[src/blfbc_pkg.sv]
`default_nettype none
package blfbc_pkg;
    // ------------------------------------------------------------
    // register map and field layout
    // ------------------------------------------------------------
    localparam logic [7:0] ADDR_SINK_EN    = 8'h00;
    localparam logic [7:0] ADDR_MAIN_CODE  = 8'h01;
    localparam logic [7:0] ADDR_SUB_CODE   = 8'h02;
    localparam logic [7:0] ADDR_FADE       = 8'h09;
    localparam logic [7:0] ADDR_ASSIGN     = 8'h0A;
    localparam logic [7:0] RST_SINK_EN     = 8'h00;
    localparam logic [7:0] RST_CODE        = 8'h00;
    localparam logic [7:0] RST_FADE        = 8'h00;
    localparam logic [7:0] RST_ASSIGN      = 8'h00;
    localparam int         FADE_EN_MAIN    = 3;
    localparam int         FADE_EN_SUB     = 0;
    localparam int         RATE_MAIN_LSB   = 4;
    localparam int         RATE_SUB_LSB    = 1;
    localparam int         RATE_W          = 2;
    localparam int         ASSIGN_W        = 3;
    // ------------------------------------------------------------
    // current code ladder
    // ------------------------------------------------------------
    localparam logic [7:0] CODE_FIRST      = 8'h04;  // 0.5 mA
    localparam logic [7:0] CODE_LAST       = 8'h1F;  // 25 mA
    localparam logic [4:0] LVL_MAX         = 5'h1C;  // 28 steps above off
    localparam int         LVL_FINE_TOP    = 10;     // 5 mA
    localparam int         LVL_MID_TOP     = 26;     // 21 mA
    localparam int         HALF_MID_TOP    = 42;     // 21 mA in half mA
    localparam int         STEP_MID        = 2;      // 1 mA in half mA
    localparam int         STEP_HIGH       = 4;      // 2 mA in half mA
    localparam logic [5:0] HALF_LOW_BIAS   = 6'h08;  // 4.0 mA
    // ------------------------------------------------------------
    // timing
    // ------------------------------------------------------------
    localparam int         CLK_PERIOD_PS   = 5000;
    localparam int         FADE_BASE_US    = 1000;
    localparam int         FADE_BASE_CYC   = FADE_BASE_US * 1000000 / CLK_PERIOD_PS;
    localparam int         PUMP_FREQ_KHZ   = 250;
    localparam int         PUMP_HALF_CYC   = 1000000000 / (PUMP_FREQ_KHZ * 2 * CLK_PERIOD_PS);
    localparam int         HYST_US         = 10;
    localparam int         HYST_CYC        = HYST_US * 1000000 / CLK_PERIOD_PS;
    // ------------------------------------------------------------
    // types
    // ------------------------------------------------------------
    typedef enum logic [2:0] {
        CP_1X  = 3'b001,
        CP_15X = 3'b010,
        CP_2X  = 3'b100
    } blfbc_cp_mode_t;
    typedef struct packed {
        logic       en;
        logic [7:0] addr;
        logic [7:0] data;
    } blfbc_wr_t;
    typedef logic [5:0] blfbc_half_ma_t;
endpackage : blfbc_pkg
`default_nettype wire

[src/blfbc_top.sv]
`timescale 1ns/10ps
`default_nettype none
module blfbc_top
    import blfbc_pkg::*;
#(
    parameter int SINKS     = 6,
    parameter int FADE_BASE = FADE_BASE_CYC
) (
    // clock and reset
    input  wire logic                       sys_clk_i,
    input  wire logic                       rst_i,
    // decoded register port from the single-wire receiver
    input  wire blfbc_wr_t                  wr_i,
    input  wire logic [7:0]                 rd_addr_i,
    output var  logic [7:0]                 rd_data_o,
    // pin-level inputs, asynchronous
    input  wire logic                       shutdown_i,
    input  wire logic                       demand_up_i,
    input  wire logic                       demand_down_i,
    // analog control
    output var  blfbc_half_ma_t [SINKS-1:0] sink_level_o,
    output var  logic                       low_bias_o,
    output var  logic                       sleep_o,
    output var  blfbc_cp_mode_t             cp_mode_o,
    output var  logic                       cp_clk_o
);
    // ------------------------------------------------------------
    // helpers
    // ------------------------------------------------------------
    // code to ladder index; codes under 04h are all off
    function automatic logic [4:0] code_to_lvl(input logic [7:0] code);
        if (code < CODE_FIRST) begin
            return '0;
        end else if (code > CODE_LAST) begin
            return LVL_MAX;
        end
        return 5'(code - CODE_FIRST + 8'h01);
    endfunction : code_to_lvl

    // ladder index to current in half mA
    function automatic blfbc_half_ma_t lvl_to_half(input logic [4:0] lvl);
        int i;
        i = int'(lvl);
        if (i <= LVL_FINE_TOP) begin
            return 6'(i);
        end else if (i <= LVL_MID_TOP) begin
            return 6'(LVL_FINE_TOP + STEP_MID * (i - LVL_FINE_TOP));
        end
        return 6'(HALF_MID_TOP + STEP_HIGH * (i - LVL_MID_TOP));
    endfunction : lvl_to_half

    // ------------------------------------------------------------
    // input synchronisers
    // ------------------------------------------------------------
    logic [2:0] sync1_reg;
    logic [2:0] sync2_reg;
    logic       shut_s;
    logic       up_s;
    logic       down_s;

    // two flops per pin, only the second one is read
    always_ff @(posedge sys_clk_i) begin
        if (rst_i) begin
            sync1_reg <= '0;
            sync2_reg <= '0;
        end else begin
            sync1_reg <= {shutdown_i, demand_up_i, demand_down_i};
            sync2_reg <= sync1_reg;
        end
    end
    assign shut_s = sync2_reg[2];
    assign up_s   = sync2_reg[1];
    assign down_s = sync2_reg[0];

    // ------------------------------------------------------------
    // configuration registers
    // ------------------------------------------------------------
    logic [7:0] sink_en_reg;
    logic [7:0] code_reg [2];
    logic [7:0] fade_reg;
    logic [7:0] assign_reg;
    logic       clr_cfg;

    assign clr_cfg = rst_i || shut_s;

    // writes land one cycle after the strobe; unmapped addresses drop
    always_ff @(posedge sys_clk_i) begin
        if (clr_cfg) begin
            sink_en_reg <= RST_SINK_EN;
            code_reg[0] <= RST_CODE;
            code_reg[1] <= RST_CODE;
            fade_reg    <= RST_FADE;
            assign_reg  <= RST_ASSIGN;
        end else if (wr_i.en) begin
            case (wr_i.addr)
                ADDR_SINK_EN:   sink_en_reg <= wr_i.data;
                ADDR_MAIN_CODE: code_reg[0] <= wr_i.data;
                ADDR_SUB_CODE:  code_reg[1] <= wr_i.data;
                ADDR_FADE:      fade_reg    <= wr_i.data;
                ADDR_ASSIGN:    assign_reg  <= wr_i.data;
                default: ;
            endcase
        end
    end

    // read back; unmapped offsets read zero
    always_ff @(posedge sys_clk_i) begin
        if (rst_i) begin
            rd_data_o <= '0;
        end else begin
            case (rd_addr_i)
                ADDR_SINK_EN:   rd_data_o <= sink_en_reg;
                ADDR_MAIN_CODE: rd_data_o <= code_reg[0];
                ADDR_SUB_CODE:  rd_data_o <= code_reg[1];
                ADDR_FADE:      rd_data_o <= fade_reg;
                ADDR_ASSIGN:    rd_data_o <= assign_reg;
                default:        rd_data_o <= '0;
            endcase
        end
    end

    // ------------------------------------------------------------
    // fade engines, one per bank
    // ------------------------------------------------------------
    logic [4:0]        lvl_reg  [2];
    logic [4:0]        tgt      [2];
    logic              fade_on  [2];
    logic [RATE_W-1:0] rate     [2];
    logic [RATE_W-1:0] tick_reg [2];
    logic [31:0]       base_reg;
    logic              base_tick;

    assign fade_on[0] = fade_reg[FADE_EN_MAIN];
    assign fade_on[1] = fade_reg[FADE_EN_SUB];
    assign rate[0]    = fade_reg[RATE_MAIN_LSB +: RATE_W];
    assign rate[1]    = fade_reg[RATE_SUB_LSB +: RATE_W];
    assign tgt[0]     = code_to_lvl(code_reg[0]);
    assign tgt[1]     = code_to_lvl(code_reg[1]);
    assign base_tick  = (base_reg == 32'(FADE_BASE - 1));

    // shared base timer; one tick per base interval
    always_ff @(posedge sys_clk_i) begin
        if (rst_i || base_tick) begin
            base_reg <= '0;
        end else begin
            base_reg <= base_reg + 32'h0000_0001;
        end
    end

    // each step waits (rate + 1) base ticks, then moves one code
    always_ff @(posedge sys_clk_i) begin
        for (int b = 0; b < 2; b++) begin
            if (clr_cfg) begin
                lvl_reg[b]  <= '0;
                tick_reg[b] <= '0;
            end else if (!fade_on[b]) begin
                lvl_reg[b]  <= tgt[b];
                tick_reg[b] <= '0;
            end else if (lvl_reg[b] == tgt[b]) begin
                tick_reg[b] <= '0;
            end else if (base_tick) begin
                if (tick_reg[b] >= rate[b]) begin
                    tick_reg[b] <= '0;
                    // retarget works from the present level
                    if (lvl_reg[b] < tgt[b]) begin
                        lvl_reg[b] <= lvl_reg[b] + 5'h01;
                    end else begin
                        lvl_reg[b] <= lvl_reg[b] - 5'h01;
                    end
                end else begin
                    tick_reg[b] <= tick_reg[b] + 2'h1;
                end
            end
        end
    end

    // ------------------------------------------------------------
    // sink outputs and bank assignment
    // ------------------------------------------------------------
    logic [ASSIGN_W-1:0] main_cnt;
    logic [ASSIGN_W-1:0] asg;
    blfbc_half_ma_t      half [2];
    logic                any_on;
    logic                low_bias;

    // zero and out-of-range field values keep all drivers in main
    assign asg      = assign_reg[ASSIGN_W-1:0];
    assign main_cnt = (asg == '0 || int'(asg) > SINKS) ? ASSIGN_W'(SINKS) : asg;
    assign half[0]  = lvl_to_half(lvl_reg[0]);
    assign half[1]  = lvl_to_half(lvl_reg[1]);

    always_ff @(posedge sys_clk_i) begin
        for (int s = 0; s < SINKS; s++) begin
            if (clr_cfg || !sink_en_reg[s]) begin
                sink_level_o[s] <= '0;
            end else if (s < int'(main_cnt)) begin
                sink_level_o[s] <= half[0];
            end else begin
                sink_level_o[s] <= half[1];
            end
        end
    end

    // bias and sleep look at what actually drives a sink
    always_comb begin
        any_on   = 1'b0;
        low_bias = 1'b1;
        for (int s = 0; s < SINKS; s++) begin
            if (sink_level_o[s] != '0) begin
                any_on = 1'b1;
            end
            if (sink_level_o[s] > HALF_LOW_BIAS) begin
                low_bias = 1'b0;
            end
        end
    end

    always_ff @(posedge sys_clk_i) begin
        if (rst_i) begin
            low_bias_o <= 1'b1;
            sleep_o    <= 1'b1;
        end else begin
            low_bias_o <= low_bias;
            sleep_o    <= !any_on;
        end
    end

    // ------------------------------------------------------------
    // charge pump mode and switching clock
    // ------------------------------------------------------------
    logic [15:0] hyst_reg;
    logic [15:0] div_reg;

    // a demand must persist a full hysteresis window before a change, except that a direct
    // up/down reversal carries the running count over; the window keeps the mode from chattering on ripple
    always_ff @(posedge sys_clk_i) begin
        if (rst_i || sleep_o) begin
            cp_mode_o <= CP_1X;
            hyst_reg  <= '0;
        end else if (up_s == down_s) begin
            hyst_reg  <= '0;
        end else if (hyst_reg != 16'(HYST_CYC - 1)) begin
            hyst_reg  <= hyst_reg + 16'h0001;
        end else begin
            hyst_reg  <= '0;
            case (cp_mode_o)
                CP_1X:   cp_mode_o <= up_s ? CP_15X : CP_1X;
                CP_15X:  cp_mode_o <= up_s ? CP_2X : CP_1X;
                CP_2X:   cp_mode_o <= up_s ? CP_2X : CP_15X;
                default: cp_mode_o <= CP_1X;
            endcase
        end
    end

    // 250 kHz square wave; frozen low in 1x to save switching loss
    always_ff @(posedge sys_clk_i) begin
        if (rst_i || cp_mode_o == CP_1X) begin
            div_reg  <= '0;
            cp_clk_o <= 1'b0;
        end else if (div_reg == 16'(PUMP_HALF_CYC - 1)) begin
            div_reg  <= '0;
            cp_clk_o <= !cp_clk_o;
        end else begin
            div_reg  <= div_reg + 16'h0001;
        end
    end

    // ------------------------------------------------------------
    // assertions
    // ------------------------------------------------------------
    reset_all_off_a: assert property (@(posedge sys_clk_i)
        rst_i |=> (sink_level_o == '0))
        else $error("sinks not off after reset");

    disabled_off_a: assert property (@(posedge sys_clk_i) disable iff (rst_i)
        !sink_en_reg[0] |=> (sink_level_o[0] == '0))
        else $error("disabled sink still driven");

    zero_code_a: assert property (@(posedge sys_clk_i) disable iff (rst_i)
        (code_reg[0] == RST_CODE && !fade_on[0]) |=> (lvl_reg[0] == '0 && half[0] == '0))
        else $error("code zero not off");

    fade_one_step_a: assert property (@(posedge sys_clk_i) disable iff (clr_cfg)
        fade_on[0] && $past(fade_on[0]) |->
            (lvl_reg[0] - $past(lvl_reg[0]) <= 5'h01 || $past(lvl_reg[0]) - lvl_reg[0] <= 5'h01))
        else $error("fade skipped a code");

    fade_hold_a: assert property (@(posedge sys_clk_i) disable iff (clr_cfg)
        (fade_on[1] && lvl_reg[1] != tgt[1] && !base_tick) |=> $stable(lvl_reg[1]))
        else $error("fade moved without a tick");

    default_main_a: assert property (@(posedge sys_clk_i) disable iff (clr_cfg)
        (asg == '0 && sink_en_reg[SINKS-1]) |=> (sink_level_o[SINKS-1] == $past(half[0])))
        else $error("default bank not main");

    low_bias_a: assert property (@(posedge sys_clk_i) disable iff (rst_i)
        (sink_level_o[0] > HALF_LOW_BIAS) |=> !low_bias_o)
        else $error("bias low at high current");

    sleep_pump_a: assert property (@(posedge sys_clk_i) disable iff (rst_i)
        sleep_o |=> (cp_mode_o == CP_1X) ##1 !cp_clk_o)
        else $error("pump running in sleep");

    pump_still_a: assert property (@(posedge sys_clk_i) disable iff (rst_i)
        (cp_mode_o == CP_1X) [*2] |-> !cp_clk_o)
        else $error("pump switching in 1x");

    ladder_top_a: assert property (@(posedge sys_clk_i) disable iff (rst_i)
        (lvl_reg[0] == LVL_MAX) |-> (half[0] == 6'(HALF_MID_TOP + 2 * STEP_HIGH)))
        else $error("top level not 25 mA");

endmodule : blfbc_top
`default_nettype wire

[config.mk]
export PLATFORM = sky130hd
export DESIGN_NAME = blfbc_top
export DESIGN_NICKNAME = d
export VERILOG_FILES = /design/src/blfbc_pkg.sv /design/src/blfbc_top.sv
export SDC_FILE = /design/constraint.sdc
export NUM_CORES = 1
export LEC_CHECK = 0
export ABC_CLOCK_PERIOD_IN_PS = 3600
export BUFFER_PORTS_ARGS = -buffer_cell sky130_fd_sc_hd__buf_4
export CAP_MARGIN = 20
export CORE_UTILIZATION = 60
export DETAILED_ROUTE_END_ITERATION = 8
export PLACE_DENSITY_LB_ADDON = 0.12
export SYNTH_ARGS = -nofsm -noshare
export SYNTH_HDL_FRONTEND = slang
export SYNTH_SLANG_ARGS = --single-unit
[constraint.sdc]
create_clock -name sys_clk_i -period 3.6 [get_ports sys_clk_i]
set_input_delay 0.72 -clock sys_clk_i [delete_from_list [all_inputs] [get_ports sys_clk_i]]
set_output_delay 0.72 -clock sys_clk_i [all_outputs]
set_load 0.02 [all_outputs]
==> run metrics, run 1 <==
fraction of the yosys area taken by sequential cells=0.443; via count=6993; total routed wirelength=19300 um; number of ports placed on the die boundary=80; worst hold margin=445 ps; depth of the CTS H-tree=4; post-synthesis instance area=8550 um2; net switching power=0.953 mW; outcome=complete, no violations; Worst Setup Start Kind=register; clock skew=6.95 ps; fraction of power spent switching nets=0.221; hold buffers post-CTS=0; setup slack of the most critical reg-to-reg path=610 ps; Max stage delay on crit path=460 ps; leading post-synthesis cells by cell area=sky130_fd_sc_hd__dfxtp_1, sky130_fd_sc_hd__edfxtp_1, sky130_fd_sc_hd__nor2_1; number of stages on the worst hold path=1; average wire per standard cell=15.8 um; count of endpoints failing hold in the final timing report=0; Critical Path, Cell by Cell=ha_1 > or3_1 > a21oi_1 > ha_1 > nand2_1 > o211ai_1 > or3_4 > mux2_4 > a211oi_2; power density over cell area=433 nW/um2; cell count of the worst reg-to-reg path=9; Max Cap Violations=0; Clk Latency, worst-skew pair=430 ps; number of library cell types mapped by synthesis=58; most used standard cell by instance count after synthesis=sky130_fd_sc_hd__nor2_1; buffers inserted during post-CTS setup optimization=0; Final GP Congestion=0.912; pin count of the biggest net entering global routing=35; critical path's top delay family=simple AND/OR/NAND/NOR gates; number of nets at the end of the flow=1095; Post-Synthesis Cells=955; Reg clk slew, reported paths=60 ps; fraction of post-synthesis cell area in the top cell type by area=0.337; fmax=334 MHz; worst supply voltage drop on vdd=0.000359 V; number of setup violations in the final report=0; number of DRC markers after the initial detailed-route iteration=656; CTS tree=built; most used flip-flop cell after synthesis=sky130_fd_sc_hd__dfxtp_1; clock root buffer=sky130_fd_sc_hd__clkbuf_16; total of flip-flops plus latches after synthesis=174; RSZ-0062 raised after global routing=false; overall die area=14700 um2; synth-to-layout area growth=16.4%; Buffers on Ports=79; sum of buffers and inverters on the critical path=0; Clock power frac=0.461; Worst Hold Endpoint=sync2_reg[1]$_SDFF_PP0_; start point of the worst min-delay path=sync1_reg[1]$_SDFF_PP0_; Mapped Avg Cell Area=8.95 um2; Post-synth EDFFs=30; clock buffer depth=2; # DRC=0; Antenna diodes=0; cells resized by post-CTS repair=0; fraction of layout instances using a drive strength above 1=0.130; Worst R2R Start=code_reg[0][8]$_DFFE_PP_; internal portion of total power=3.35 mW; Fin Setup TNS=0 ps; part of the cycle the worst path needs=0.831; combinational share of power=0.069; Pre-Repair DR Iteration Count=5; antenna violations before repair=0; syn_nets=1022; top post-synthesis cells by count=sky130_fd_sc_hd__nor2_1, sky130_fd_sc_hd__dfxtp_1, sky130_fd_sc_hd__nand2_1; Min Clock Period, post-route=2990 ps; Die X=121 um; Synth warnings=0; terminus of the critical flop-to-flop path=lvl_reg[1][1]$_SDFFCE_PN0P_; Arrival @ worst endpoint=3250 ps; routed vias/inst=5.73; classification of the worst-slack hold path=register to register; fill cell total of the finished layout=1079; relative contribution of sequential cells to total power=0.471; category of the most critical setup path=register to register; vias in the first global route=6393; cell type with the highest occurrence count on the critical path=sky130_fd_sc_hd__ha_1; wire length of the first global-routing pass=31300 um; transition time of the tightest slew-check pin=896 ps; Antenna Nets Post-Route=0; placeable core area=13900 um2; crit-path max FO=5; floorplan die height=121 um; site row count=43; leakage power figure=3.98 nW; clk sink count=174; endpoint required time on the critical path=3860 ps; Post-synth ARST share=0; pins over their slew limit=0; Largest register FFs=36; all-layer global routing usage=0.272; capturing element type of the critical path=register; effective utilization at floorplan=0.616; worst-path cell with the longest stage delay=sky130_fd_sc_hd__edfxtp_1; sum of net half-perimeters after detailed placement=13600 um; Max-Slew Margin vs Limit=0.398; total chip power=4.30 mW; leftover overflow at the end of global routing=0; number of CTS-inserted buffers=17; Synth area leader=sky130_fd_sc_hd__dfxtp_1
placed cells by master (no fill, tap or decap), types with 15 or more instances in the layout:
cell type and count:
sky130_fd_sc_hd__nor2b_1 15, sky130_fd_sc_hd__o21ai_0 23, sky130_fd_sc_hd__nor3_1 24, sky130_fd_sc_hd__mux2i_1 51, sky130_fd_sc_hd__inv_1 24, sky130_fd_sc_hd__ha_1 37
sky130_fd_sc_hd__xor2_1 35, sky130_fd_sc_hd__nor2_1 169, sky130_fd_sc_hd__nand3_1 27, sky130_fd_sc_hd__a211oi_1 18, sky130_fd_sc_hd__clkbuf_16 18, sky130_fd_sc_hd__xnor2_1 41
sky130_fd_sc_hd__nand2_1 85, sky130_fd_sc_hd__dfxtp_1 144, sky130_fd_sc_hd__edfxtp_1 30, sky130_fd_sc_hd__a21oi_1 39, sky130_fd_sc_hd__or3_1 20, sky130_fd_sc_hd__buf_4 87
sky130_fd_sc_hd__nor4_1 16
layout make-up:
cell class | count | area, um2 | area share
timing repair buffer | 87 | 653 | 0.0657
multi-input combinational | 724 | 4550 | 0.457
tap | 180 | 225 | 0.0226
clock inverter | 12 | 180 | 0.0181
clock buffer | 20 | 468 | 0.0470
inverter | 24 | 90.1 | 0.00906
sequential | 174 | 3780 | 0.380
power groups by stage:
stage | combinational [mW] | sequential [mW] | clock [mW]
global route | 0.329 | 2.03 | 2.09
detailed placement | 0.290 | 2.07 | 0
global placement | 0.284 | 2.07 | 0
CTS | 0.293 | 2.02 | 2.01
floorplan | 0.212 | 2.05 | 0
finish | 0.295 | 2.03 | 1.98
worst max path at each step:
| stage | to | start | slack [ps] | cells after the start |
|---|---|---|---|---|
| floorplan | lvl_reg[0][3]$_DFFE_PP_ | code_reg[0][0]$_DFFE_PP_ | 800 | 10 |
| global placement | lvl_reg[1][1]$_SDFFCE_PN0P_ | code_reg[0][13]$_DFFE_PP_ | 870 | 8 |
| detailed placement | lvl_reg[1][1]$_SDFFCE_PN0P_ | code_reg[0][13]$_DFFE_PP_ | 770 | 8 |
| CTS | lvl_reg[1][1]$_SDFFCE_PN0P_ | code_reg[0][8]$_DFFE_PP_ | 650 | 9 |
| global route | lvl_reg[1][3]$_SDFFCE_PN0P_ | code_reg[0][8]$_DFFE_PP_ | 420 | 9 |
| finish | lvl_reg[1][1]$_SDFFCE_PN0P_ | code_reg[0][8]$_DFFE_PP_ | 610 | 9 |
kinds of logic (layout without fill, tap and decap cells):
kind of cell	count (synthesis)	in the layout	share of synthesized area
AOI/OAI and AO/OA	127	127	0.0958
adders and majority gates	37	37	0.0542
DFF	174	174	0.443
buffers and inverters	57	143	0.0252
xor gates and xnor gates	76	76	0.0779
and+or+nand+nor	431	431	0.241
muxes	53	53	0.0628
metal layers:
metal | vias up | GRT usage | wire length, um
met1 | 3279 | 0.360 | 8870
met5 | - | 0 | 0
met2 | 215 | 0.443 | 9090
met3 | 30 | 0.0517 | 1040
li1 | 3469 | - | -
met4 | 0 | 0.0949 | 327
metrics by stage:
stage | setup slack (ps) | area, um2 | util | cells
after detailed placement | 774 | 9300 | 0.670 | 1189
after global routing | 421 | 9950 | 0.717 | 1221
after CTS | 649 | 9950 | 0.717 | 1221
after global placement | 871 | 9300 | 0.670 | 1189
final | 609 | 9950 | 0.717 | 1221
after floorplan | 797 | 8550 | - | 955
Note: power is estimated with default switching activity, not from simulation.
==> run 2: changes to the inputs <==
--- a/config.mk
+++ b/config.mk
@@ -5,7 +5,8 @@
 export SDC_FILE = /design/constraint.sdc
 export NUM_CORES = 1
 export LEC_CHECK = 0
-export ABC_CLOCK_PERIOD_IN_PS = 3600
+export ABC_AREA = 1
+export ABC_CLOCK_PERIOD_IN_PS = 2910
 export BUFFER_PORTS_ARGS = -buffer_cell sky130_fd_sc_hd__buf_4
 export CAP_MARGIN = 20
 export CORE_UTILIZATION = 60
==> constraint.sdc (replaced) <==
create_clock -name sys_clk_i -period 2.91 [get_ports sys_clk_i]
set_input_delay 0.582 -clock sys_clk_i [delete_from_list [all_inputs] [get_ports sys_clk_i]]
set_output_delay 0.582 -clock sys_clk_i [all_outputs]
set_load 0.02 [all_outputs]
==> run 2 against run 1 <==
  * Routed wire length grew 14%
  * Critical path depth rose by 5
  * Sequential power up 24%
  * Largest cell class unchanged
  * Largest power group unchanged
==> run metrics, run 2 <==
outcome=complete, no violations; routed vias/inst=5.43; top post-synthesis cells by count=sky130_fd_sc_hd__nand2_1, sky130_fd_sc_hd__inv_1, sky130_fd_sc_hd__nor2_1; Clk Latency, worst-skew pair=440 ps; clock skew=11.4 ps; fraction of post-synthesis cell area in the top cell type by area=0.311; transition time of the tightest slew-check pin=778 ps; commonest cells after routing, fill and taps aside=sky130_fd_sc_hd__nand2_1, sky130_fd_sc_hd__inv_1, sky130_fd_sc_hd__nor2_1; met1 usage=0.376; floorplan die height=126 um; worst supply voltage drop on vdd=0.000438 V; fraction of the yosys area taken by sequential cells=0.409; most frequent standard cell in the layout excluding fill and tap cells=sky130_fd_sc_hd__nand2_1; met2 layer usage reported by global route=0.458; Fin Setup TNS=0 ps; power density over cell area=501 nW/um2; antenna violations before repair=0; met3 track demand over resource in global routing=0.0663; number of CTS-inserted buffers=17; number of nets at the end of the flow=1411; overall die area=15900 um2; leakage power figure=4.43 nW; sum of net half-perimeters after detailed placement=17000 um; count of endpoints failing hold in the final timing report=0; Worst Setup Start Kind=register; most used flip-flop cell after synthesis=sky130_fd_sc_hd__dfxtp_1; placeable core area=15100 um2; final std cell area, no fill=10700 um2; clock root buffer=sky130_fd_sc_hd__clkbuf_16; Post-synth ARST share=0; Buffers on Ports=79; Die X=126 um; Min Clock Period, post-route=2650 ps; Post-Synthesis Cells=1256; Synth area leader=sky130_fd_sc_hd__dfxtp_1; Mapped Avg Cell Area=7.37 um2; clock buffer depth=2; part of the cycle the worst path needs=0.910; Reg clk slew, reported paths=60 ps; total cell area at the placement stage=10000 um2; most used standard cell by instance count after synthesis=sky130_fd_sc_hd__nand2_1; pin count of the biggest net entering global routing=33; start point of the worst min-delay path=shutdown_i; number of DRC markers after the initial detailed-route iteration=631; clk sink count=174; CTS tree=built; launch point of the critical path=code_reg[0][8]$_DFFE_PP_; Worst R2R Start=code_reg[0][8]$_DFFE_PP_; leftover overflow at the end of global routing=0; site row count=45; average wire per standard cell=14.3 um; number of ports placed on the die boundary=80; Synth warnings=0; Post-synth EDFFs=30; all-layer global routing usage=0.287; number of library cell types mapped by synthesis=49; crit-path max FO=5; via count=8392; classification of the worst-slack hold path=input pin to register; Pre-Repair DR Iteration Count=6; effective utilization at floorplan=0.611; Antenna diodes=0; depth of the CTS H-tree=4; category of the most critical setup path=register to register; # DRC=0; Largest register FFs=36; vias in the first global route=7499; Arrival @ worst endpoint=2770 ps; fraction of layout instances using a drive strength above 1=0.126; pins over their slew limit=0; Max-Slew Margin vs Limit=0.482; total routed wirelength=22100 um; Max Cap Violations=0; number of setup violations in the final report=0; RSZ-0062 raised after global routing=false; setup slack of the most critical reg-to-reg path=260 ps; leading post-synthesis cells by cell area=sky130_fd_sc_hd__dfxtp_1, sky130_fd_sc_hd__edfxtp_1, sky130_fd_sc_hd__nand2_1; synth-to-layout area growth=15.6%; syn_nets=1323; post-synthesis instance area=9260 um2; Final GP Congestion=0.908; wire length of the first global-routing pass=36100 um; endpoint required time on the critical path=3030 ps; fmax=378 MHz; capturing element type of the critical path=register; most utilized layer in the global route result=met2; Antenna Nets Post-Route=0; total of flip-flops plus latches after synthesis=174
[run 2: changes by cell type after synthesis, sizes merged, moves of 47 or more]
| cell | previous run | this run |
|---|---|---|
| o21ai | 23 | 83 |
| nand3 | 28 | 75 |
| a21oi | 39 | 106 |
| nand2 | 85 | 227 |
| mux2i | 51 | 0 |
| inv | 24 | 184 |
[run 2: per-stage QoR]
stage / hold slack, ps / utilization / cells / total power [mW] / setup WS (ps)
after floorplan: 388 / - / 1256 / 2.88 / 431
after global placement: 394 / 0.663 / 1512 / 3.00 / 258
after detailed placement: 400 / 0.663 / 1512 / 3.01 / 194
after CTS: 339 / 0.705 / 1544 / 5.39 / 179
after global routing: 346 / 0.706 / 1545 / 5.56 / 23.8
final: 350 / 0.706 / 1545 / 5.36 / 262
[run 2: worst paths after layout]
path	cells after the start	end
worst max-delay path	14	lvl_reg[1][0]$_SDFFCE_PN0P_
worst min-delay path	3	sync1_reg[2]$_SDFF_PP0_
worst max register to register	14	lvl_reg[1][0]$_SDFFCE_PN0P_
worst min register to register	2	sync2_reg[2]$_SDFF_PP0_
[run 2: cells by family after synthesis]
logic type               after synthesis  share of synthesized area
AO/OA/AOI/OAI                        214                      0.124
XOR/XNOR                              39                     0.0369
adder cells (fa/ha/maj)               37                     0.0500
buffers and inverters                203                     0.0852
flip-flops                           174                      0.409
AND/OR/NAND/NOR                      589                      0.296
[run 2: timing repair]
action                     CTS  global route
setup endpoints to repair    0             9
hold buffers                 0             0
buffers inserted             0             0
resized for setup            0             4
[run 2: area by class of cell]
type	count	area, um2
inverter	185	697
tap	188	235
sequential	174	3780
clock buffer	24	504
multi-input combinational	879	4700
fill	1286	4450
timing repair buffer	87	651
clock inverter	8	125
[run 2: layer usage]
layer / routed length, um / vias to the layer above
met2: 10100 / 281
met4: 517 / 0
met3: 1570 / 44
met5: 0 / -
met1: 9900 / 3773
li1: - / 4294
[run 2: critical path, cell delays in order, from the launching register on]
cell and delay (ps):
sky130_fd_sc_hd__edfxtp_1 460, sky130_fd_sc_hd__ha_1 270, sky130_fd_sc_hd__xor2_1 140, sky130_fd_sc_hd__o21ai_0 220, sky130_fd_sc_hd__inv_1 70, sky130_fd_sc_hd__ha_1 290, sky130_fd_sc_hd__nand2_1 70, sky130_fd_sc_hd__nor2_1 50
sky130_fd_sc_hd__nand2_1 50, sky130_fd_sc_hd__nand2_1 90, sky130_fd_sc_hd__nor2_4 220, sky130_fd_sc_hd__nand2_4 100, sky130_fd_sc_hd__nand2_4 80, sky130_fd_sc_hd__nand2_4 60, sky130_fd_sc_hd__nand2_1 180
[run 2: report_power, final]
| group | total, mW | switching, mW | internal (mW) |
|---|---|---|---|
| clock | 2.39 | 0.913 | 1.48 |
| combinational | 0.449 | 0.291 | 0.158 |
| sequential | 2.52 | 0.0421 | 2.48 |
| total | 5.36 | 1.25 | 4.12 |
